### src/logic/smes_pkg.sv
// package: constants and carrier types for the sync mode entry sequencer
package smes_pkg;
    // ----------------------------------------------------------------
    // timing, counted in crystal clock cycles except RESET_WAIT_INSTR, which counts instruction cycles
    // ----------------------------------------------------------------
    localparam int unsigned SS_TO_TEST_CYC = 4;
    localparam int unsigned TEST_HIGH_MIN_CYC = 4;
    localparam int unsigned FALL_TO_ORIGIN_EDGES = 2;
    localparam int unsigned SS_RETURN_CYC = 4;
    localparam int unsigned INSTR_CYCLE_CLK = 15;
    localparam int unsigned RESET_WAIT_INSTR = 5;
    localparam int unsigned RESET_WAIT_CLK = RESET_WAIT_INSTR * INSTR_CYCLE_CLK;
    localparam int unsigned PRESCALE_DIV = 15;
    localparam int unsigned CNT_W = 8;
    localparam logic [3:0] PRESCALE_RST = 4'h0;
    localparam logic [3:0] TSTATE_FIRST = 4'h0;
    localparam logic [CNT_W-1:0] CNT_RST = 8'h00;

    // ----------------------------------------------------------------
    // decoded operating modes
    // ----------------------------------------------------------------
    typedef enum logic [6:0] {
        SMES_MODE_NORMAL = 7'h01,
        SMES_MODE_SYNC = 7'h02,
        SMES_MODE_PROG = 7'h04,
        SMES_MODE_VERIFY = 7'h08,
        SMES_MODE_SIG_PROG = 7'h10,
        SMES_MODE_SIG_VERIFY = 7'h20,
        SMES_MODE_SEC = 7'h40
    } smes_mode_t;

    // sync entry sequence
    typedef enum logic [5:0] {
        SMES_ST_IDLE = 6'h01,
        SMES_ST_ARMED = 6'h02,
        SMES_ST_HOLD = 6'h04,
        SMES_ST_ALIGN = 6'h08,
        SMES_ST_RUN = 6'h10,
        SMES_ST_FAULT = 6'h20
    } smes_state_t;

    // sampled pin levels
    typedef struct packed {
        logic test_zero_input;
        logic reset_n;
        logic ss_hv;
        logic ss_n;
        logic external_access_pin;
        logic prog;
        logic [7:0] port1;
        logic [2:0] port2;
    } smes_pins_t;

    // timing status toward the core
    typedef struct packed {
        logic [3:0] prescale;
        logic [3:0] tstate;
        logic origin;
        logic core_hold;
    } smes_timing_t;
endpackage : smes_pkg

### src/logic/smes_sync2.sv
// two-flop synchroniser for the pin inputs
`timescale 1ns/10ps
`default_nettype none
module smes_sync2 #(
    parameter int unsigned WIDTH = 1
) (
    // clock, reset and enable
    input wire logic i_mclk,
    input wire logic i_rst,
    input wire logic i_ce,
    // data
    input wire logic [WIDTH-1:0] i_d,
    output logic [WIDTH-1:0] o_q
);
    typedef struct packed {
        logic [WIDTH-1:0] meta;
        logic [WIDTH-1:0] q;
    } smes_sync_t;

    smes_sync_t r;
    smes_sync_t next_r;

    always_comb begin
        next_r = r;
        if (i_ce) begin
            next_r.meta = i_d;
            next_r.q = r.meta;
        end
    end

    always_ff @(posedge i_mclk or posedge i_rst) begin
        if (i_rst) begin
            r <= '0;
        end else begin
            r <= next_r;
        end
    end

    assign o_q = r.q;
endmodule : smes_sync2
`default_nettype wire

### src/logic/smes_top.sv
// sync mode entry sequencer and access code decoder
`timescale 1ns/10ps
`default_nettype none
module smes_top #(
    parameter int unsigned TEST_MIN = smes_pkg::TEST_HIGH_MIN_CYC,
    parameter int unsigned SS_ARM = smes_pkg::SS_TO_TEST_CYC
) (
    // clock, reset, enable (i_mclk stands for the crystal clock input)
    input wire logic i_mclk,
    input wire logic i_rst,
    input wire logic i_ce,
    // pins
    input wire logic i_test_zero_input,
    input wire logic i_reset_n,
    input wire logic i_ss_hv,
    input wire logic i_ss_n,
    input wire logic i_external_access_pin,
    input wire logic i_prog,
    input wire logic [7:0] i_port1,
    input wire logic [2:0] i_port2,
    // status
    output smes_pkg::smes_mode_t o_mode,
    output smes_pkg::smes_timing_t o_timing,
    output logic o_seq_fault,
    output logic o_run_ok
);
    // ----------------------------------------------------------------
    // pin synchronisation
    // ----------------------------------------------------------------
    smes_pkg::smes_pins_t raw;
    smes_pkg::smes_pins_t pins;

    assign raw = '{test_zero_input: i_test_zero_input, reset_n: i_reset_n,
                   ss_hv: i_ss_hv, ss_n: i_ss_n,
                   external_access_pin: i_external_access_pin, prog: i_prog,
                   port1: i_port1, port2: i_port2};

    smes_sync2 #(.WIDTH($bits(smes_pkg::smes_pins_t))) u_sync (
        .i_mclk(i_mclk),
        .i_rst(i_rst),
        .i_ce(i_ce),
        .i_d(raw),
        .o_q(pins)
    );

    // ----------------------------------------------------------------
    // state
    // ----------------------------------------------------------------
    typedef struct packed {
        smes_pkg::smes_state_t st;
        logic [smes_pkg::CNT_W-1:0] cnt;
        logic [smes_pkg::CNT_W-1:0] ss_cnt;
        logic test_d;
        logic ss_hv_d;
        logic ss_return_seen;
        logic [3:0] prescale;
        logic [3:0] tstate;
        logic origin;
        logic core_hold;
        smes_pkg::smes_mode_t mode;
        logic fault;
        logic run_ok;
    } smes_reg_t;

    smes_reg_t r;
    smes_reg_t next_r;

    // counters read one less than the edges seen since their start event
    localparam logic [smes_pkg::CNT_W-1:0] TEST_MIN_C = smes_pkg::CNT_W'(TEST_MIN - 1);
    localparam logic [smes_pkg::CNT_W-1:0] SS_ARM_C = smes_pkg::CNT_W'(SS_ARM - 1);
    localparam logic [smes_pkg::CNT_W-1:0] ALIGN_C =
        smes_pkg::CNT_W'(smes_pkg::FALL_TO_ORIGIN_EDGES - 1);
    localparam logic [smes_pkg::CNT_W-1:0] RST_WAIT_C =
        smes_pkg::CNT_W'(smes_pkg::RESET_WAIT_CLK - 1);
    localparam logic [3:0] PRE_LAST = 4'(smes_pkg::PRESCALE_DIV - 1);
    localparam logic [3:0] TS_LAST = 4'h4;

    function automatic smes_pkg::smes_mode_t decode(input smes_pkg::smes_pins_t p);
        smes_pkg::smes_mode_t m;
        m = smes_pkg::SMES_MODE_NORMAL;
        if (p.ss_hv && !p.reset_n && !p.external_access_pin) begin
            m = smes_pkg::SMES_MODE_SYNC;
        end else if (p.external_access_pin && p.ss_n) begin
            if (p.port2 == 3'h0 && p.port1[0] == 1'b0 && (&p.port1[4:1])) begin
                // read-out needs test high with the strobe idle
                m = (p.test_zero_input && p.prog) ? smes_pkg::SMES_MODE_SIG_VERIFY
                                                  : smes_pkg::SMES_MODE_SIG_PROG;
            end else if (p.port2 == 3'h0) begin
                m = smes_pkg::SMES_MODE_SEC;
            end else if (p.test_zero_input) begin
                m = smes_pkg::SMES_MODE_VERIFY;
            end else begin
                m = smes_pkg::SMES_MODE_PROG;
            end
        end
        return m;
    endfunction : decode

    always_comb begin
        next_r = r;
        if (i_ce) begin
            next_r.test_d = pins.test_zero_input;
            next_r.ss_hv_d = pins.ss_hv;
            next_r.mode = decode(pins);
            next_r.origin = 1'b0;
            // free-running timing chain outside hold
            if (!r.core_hold) begin
                if (r.prescale == PRE_LAST) begin
                    next_r.prescale = smes_pkg::PRESCALE_RST;
                    next_r.tstate = (r.tstate == TS_LAST) ? smes_pkg::TSTATE_FIRST
                                                          : r.tstate + 4'h1;
                end else begin
                    next_r.prescale = r.prescale + 4'h1;
                end
            end
            if (r.cnt != 8'hFF) begin
                next_r.cnt = r.cnt + 8'h01;
            end
            // leaving high voltage outside the run phase aborts entry
            if (!pins.ss_hv && r.st != smes_pkg::SMES_ST_RUN
                    && r.st != smes_pkg::SMES_ST_IDLE) begin
                next_r.st = smes_pkg::SMES_ST_IDLE;
                next_r.core_hold = 1'b0;
            end else begin
                case (r.st)
                    smes_pkg::SMES_ST_IDLE: begin
                        next_r.run_ok = 1'b0;
                        if (pins.ss_hv && !pins.external_access_pin) begin
                            next_r.st = smes_pkg::SMES_ST_ARMED;
                            next_r.cnt = smes_pkg::CNT_RST;
                            next_r.fault = 1'b0;
                        end
                    end
                    smes_pkg::SMES_ST_ARMED: begin
                        if (pins.test_zero_input && !r.test_d) begin
                            // early rise is flagged but still honoured
                            if (r.cnt < SS_ARM_C) begin
                                next_r.fault = 1'b1;
                            end
                            next_r.st = smes_pkg::SMES_ST_HOLD;
                            next_r.cnt = smes_pkg::CNT_RST;
                            next_r.core_hold = 1'b1;
                        end
                    end
                    smes_pkg::SMES_ST_HOLD: begin
                        next_r.prescale = smes_pkg::PRESCALE_RST;
                        next_r.tstate = smes_pkg::TSTATE_FIRST;
                        if (!pins.test_zero_input) begin
                            if (r.cnt < TEST_MIN_C) begin
                                next_r.fault = 1'b1;
                            end
                            // falling in the low phase is the other party's job
                            next_r.st = smes_pkg::SMES_ST_ALIGN;
                            next_r.cnt = smes_pkg::CNT_RST;
                        end
                    end
                    smes_pkg::SMES_ST_ALIGN: begin
                        next_r.prescale = smes_pkg::PRESCALE_RST;
                        next_r.tstate = smes_pkg::TSTATE_FIRST;
                        if (r.cnt == ALIGN_C) begin
                            next_r.st = smes_pkg::SMES_ST_RUN;
                            next_r.core_hold = 1'b0;
                            next_r.origin = 1'b1;
                            next_r.ss_cnt = smes_pkg::CNT_RST;
                            next_r.ss_return_seen = 1'b0;
                        end
                    end
                    smes_pkg::SMES_ST_RUN: begin
                        if (r.ss_cnt != 8'hFF) begin
                            next_r.ss_cnt = r.ss_cnt + 8'h01;
                        end
                        if (!pins.ss_hv && r.ss_hv_d) begin
                            next_r.ss_return_seen = 1'b1;
                            // wait is timed from the return itself
                            next_r.ss_cnt = smes_pkg::CNT_RST;
                        end
                        if (pins.reset_n) begin
                            // reset too soon after select return
                            if (!r.ss_return_seen || r.ss_cnt < RST_WAIT_C) begin
                                next_r.fault = 1'b1;
                            end
                            next_r.run_ok = 1'b1;
                            next_r.st = smes_pkg::SMES_ST_IDLE;
                        end
                    end
                    default: begin
                        next_r.st = smes_pkg::SMES_ST_IDLE;
                    end
                endcase
            end
        end
    end

    always_ff @(posedge i_mclk or posedge i_rst) begin
        if (i_rst) begin
            r <= '{st: smes_pkg::SMES_ST_IDLE, mode: smes_pkg::SMES_MODE_NORMAL,
                   default: '0};
        end else begin
            r <= next_r;
        end
    end

    assign o_mode = r.mode;
    assign o_timing = '{prescale: r.prescale, tstate: r.tstate,
                        origin: r.origin, core_hold: r.core_hold};
    assign o_seq_fault = r.fault;
    assign o_run_ok = r.run_ok;
endmodule : smes_top
`default_nettype wire

### config.mk
export PLATFORM = sky130hd
export DESIGN_NAME = smes_top
export DESIGN_NICKNAME = d
export VERILOG_FILES = /design/src/logic/smes_pkg.sv /design/src/logic/smes_sync2.sv /design/src/logic/smes_top.sv
export SDC_FILE = /design/constraint.sdc
export NUM_CORES = 1
export LEC_CHECK = 0
export BUFFER_PORTS_ARGS = -buffer_cell sky130_fd_sc_hd__clkbuf_2
export CAP_MARGIN = 20
export CELL_PAD_IN_SITES_DETAIL_PLACEMENT = 0
export CELL_PAD_IN_SITES_GLOBAL_PLACEMENT = 1
export CORE_AREA = 2 2 105 107
export CTS_BUF_LIST = sky130_fd_sc_hd__clkbuf_8
export CTS_CLUSTER_DIAMETER = 50
export CTS_CLUSTER_SIZE = 16
export DETAILED_ROUTE_END_ITERATION = 10
export DIE_AREA = 0 0 107 109
export PLACE_DENSITY_LB_ADDON = 0.1
export SYNTH_ARGS = -nofsm -noshare
export SYNTH_HDL_FRONTEND = slang
export SYNTH_SLANG_ARGS = --single-unit
### constraint.sdc
create_clock -name i_mclk -period 4.54 [get_ports i_mclk]
set_input_delay 0.227 -clock i_mclk [delete_from_list [all_inputs] [get_ports i_mclk]]
set_output_delay 0.227 -clock i_mclk [all_outputs]
set_load 0.01 [all_outputs]
==> results by group <==
Pwr
  • Leak: 1.78 nW
  • Sw Ratio: 37.2%
  • Total power: 1.89 mW
  • VDD IR-drop max: 0.000159 V
  • PD cells: 458 nW/µm²
  • Sw power: 0.703 mW
  • Comb pwr share: 26.2%
  • Clock power frac: 27.0%
  • Pint: 1.18 mW
  • Reg power frac: 46.8%

Drt
  • Drt via density: 5.26
  • Router iterations before antenna repair: 4
  • Antenna Violating Nets Remaining: 0
  • WL/cell: 15.2 µm
  • DRT Wirelength: 7830 µm
  • Vias: 2,713
  • DRC: 0
  • Initial DRC Count: about 100

GRT
  • Largest net degree at the start of global routing: 46
  • Global-route wire length before repair: 13,600 µm
  • Initial antenna violation count: 0
  • Vias in the first global route: 2,768
  • GRT Overall Usage: roughly 15%
  • Global route overflow: 0

Cells and area
  • Area of the multi-input gates: 1690 µm²
  • Layout Cells excl Fill: 516
  • Area Growth Syn to Fin: 10.8%
  • # diodes: 0
  • Share of cells above drive strength 1: 27.7%
  • Register area: 1780 µm²
  • Filler cell count: between 1,000 and 1,500
  • Count of nets after finishing: 396

Setup path
  • Data required, critical path: 4.78 ns
  • WP data arrival: approximately 2.6 ns
  • Critical path startpoint category: register
  • Crit Path Max Fanout: 8
  • CP Class: register to register
  • R2R Setup Slk: 2.14 ns
  • Crit end category: register

Synthesis
  • Ys Warns: 0
  • Synth Cell Area: roughly 3700 µm²
  • Async S/R FF share, synth: between 90% and 100%
  • Avg Synthesized Cell Area: 10.6 µm²
  • Distinct cells, synth: 58
  • Top_reg_cell synth: dfrtp_1
  • Total nets after synthesis: 377
  • Yosys reg bits: 71
  • Synthesized instance count: between 300 and 400
  • Sequential area share after synthesis: 47.9%
  • Post-synth EDFFs: 0

Placement
  • Number of I/O port buffers: 35
  • Gpl congestion: between 0.7 and 0.8
  • Placed wire-length estimate: about 5400 µm
  • Cells after DPL: 498

Timing
  • Final Hold Viols: 0
  • Relative slew slack: a little over two fifths
  • Slew Viols, Final: 0
  • Fin crit share: 52.8%
  • Setup-failing EPs final: 0
  • Clock Skews: 0.0135 ns
  • Setup TNS: 0 ns
  • Fmax: approximately 0.42 GHz
  • Worst-margin pin slew: 0.867 ns
  • RSZ-0062 raised after global routing: no
  • Min Tclk post-route: 2.40 ns

CTS
  • Clock Tree Root: clkbuf_8
  • CTS tree: built
  • Cts bufs inserted: 9
  • H-tree depth: 3
  • CTS resizes: 0
  • Clock tree buffer depth: 2
  • # clock sinks: 71
  • Clk_lat worst skew: 0.36 ns
  • Cts hold-fix bufs: 0
  • Clk pin slew, worst setup/hold paths: 0.10 ns
  • Postcts setup bufs: 0

Die
  • Core Region: 10,600 µm²
  • Initial Utilization: between 30% and 40%
  • Die outline width: 107 µm
  • Die Height: 109 µm
  • Rows: 38
  • I/O pin count: 39
  • Die area: 11,700 µm²

Status
  • Status: finished clean

Job
  • Max cap viols: 0

Worst hold path
  • Hold Crit Class: input pin to register
-- cell type report --
cell class / instances / area share (%)
inverter: 16 / 1.46
sequential: 71 / 43.2
multi-input combinational: 234 / 40.9
timing repair buffer: 39 / 5.35
clock buffer: 9 / 3.01
tap: 140 / 4.25
clock inverter: 7 / 1.79
-- path summary, 6_finish.rpt --
path,startpoint,to,cells past startpoint
min in group asynchronous,i_rst,u_sync.o_q[6]$_DFFE_PP0P_,3
max in group asynchronous,i_rst,o_mode[0]$_DFFE_PP1P_,5
hold reg to reg,o_mode[0]$_DFFE_PP1P_,o_mode[0]$_DFFE_PP1P_,1
setup reg to reg,r[39]$_DFFE_PP0P_,r[42]$_DFFE_PP0P_,5
hold / removal,i_port2[1],u_sync.r[18]$_DFFE_PP0P_,2
setup / recovery,r[39]$_DFFE_PP0P_,r[42]$_DFFE_PP0P_,5
-- flip-flops by register name (all words and copies together) (netlist names) --
signal       cells
o_mode           7
o_run_ok         1
o_seq_fault      1
o_timing        10
r               24
u_sync.o_q      14
u_sync.r        14
-- power by group through the flow --
stage	clock (mW)	combinational, mW	sequential (mW)
after global placement	0	0.494	0.895
final	0.509	0.495	0.883
after floorplan	0	0.447	0.845
after CTS	0.528	0.500	0.883
after detailed placement	0	0.497	0.897
after global routing	0.556	0.560	0.908
-- kinds of logic (layout without fill, tap and decap cells) --
group                      count (synthesis)  count (layout)  synth area share [%]
and+or+nand+nor                          108             108                  15.8
buffers and inverters                     47              71                  6.74
adders and majority gates                  5               5                  1.68
AOI/OAI and AO/OA                         79              79                  15.4
muxes                                     42              42                  12.5
DFF                                       71              71                  47.9
-- stage by stage --
step           utilization [%]  worst slack (ns)  cell area [µm²]  hold slack (ns)
6_report                  38.8              2.14             4120           0.0918
4_1_cts                   38.6              2.14             4090           0.0786
5_1_grt                   38.8              1.93             4120           0.0825
2_1_floorplan                -              2.49             3710            0.379
3_5_place_dp              36.7              2.18             3890            0.465
3_3_place_gp              36.7              2.14             3890            0.460
-- cells in the mapped netlist, types with 3 or more instances --
master | count | area share (%)
o2111ai_1 | 3 | 0.71
and3_1 | 7 | 1.2
a31oi_1 | 7 | 1.2
nor2_1 | 16 | 1.6
nor2b_1 | 4 | 0.67
or3_1 | 3 | 0.51
buf_4 | 17 | 3.4
inv_1 | 16 | 1.6
mux2i_1 | 8 | 2.2
nor3b_1 | 3 | 0.61
o21ai_0 | 14 | 1.9
a21oi_1 | 18 | 2.4
or2_2 | 3 | 0.51
nand3_1 | 19 | 2.6
o31ai_1 | 8 | 1.6
ha_1 | 5 | 1.7
clkbuf_1 | 11 | 1.1
nand2_1 | 23 | 2.3
nand4_1 | 7 | 1.2
mux2_2 | 34 | 10
nor3_1 | 10 | 1.3
o22ai_1 | 3 | 0.51
dfrtp_1 | 69 | 46
-- layer usage --
layer	GRT usage, %	up-vias	routed length (µm)
met5	0	-	0
li1	-	1322	-
met4	6.40	0	183
met3	2.81	16	217
met1	19.4	1341	3840
met2	23.4	34	3600
-- cell usage in the layout (no fill, tap or decap), types with 2 or more instances in the layout --
cell,instances
a22o_1,2
nor3b_1,3
buf_4,2
nand4_1,7
mux2i_1,8
nor3_1,10
mux2_2,34
inv_8,2
a31oi_1,7
dfstp_2,2
clkbuf_8,9
nor2_1,16
nor2b_1,4
nand3_1,19
nand2_1,23
o31ai_1,8
o21ai_0,14
a211oi_1,2
o22ai_1,3
ha_1,5
and3_1,7
a32o_1,2
nand2b_1,2
or4_1,2
a21oi_1,18
inv_1,15
or3_1,3
inv_6,3
o41ai_1,2
o22a_1,2
dfrtp_1,69
o21a_1,2
clkbuf_2,35
o2111ai_1,3
or2_2,3
-- critical path: stages, from the launching register on --
cell and delay, ns:
dfrtp_1 0.46, nor2_1 0.30, nand3_1 0.34, o21ai_0 0.43
a221o_1 0.38, mux2_2 0.37
Power figures use the tool's default switching activity.
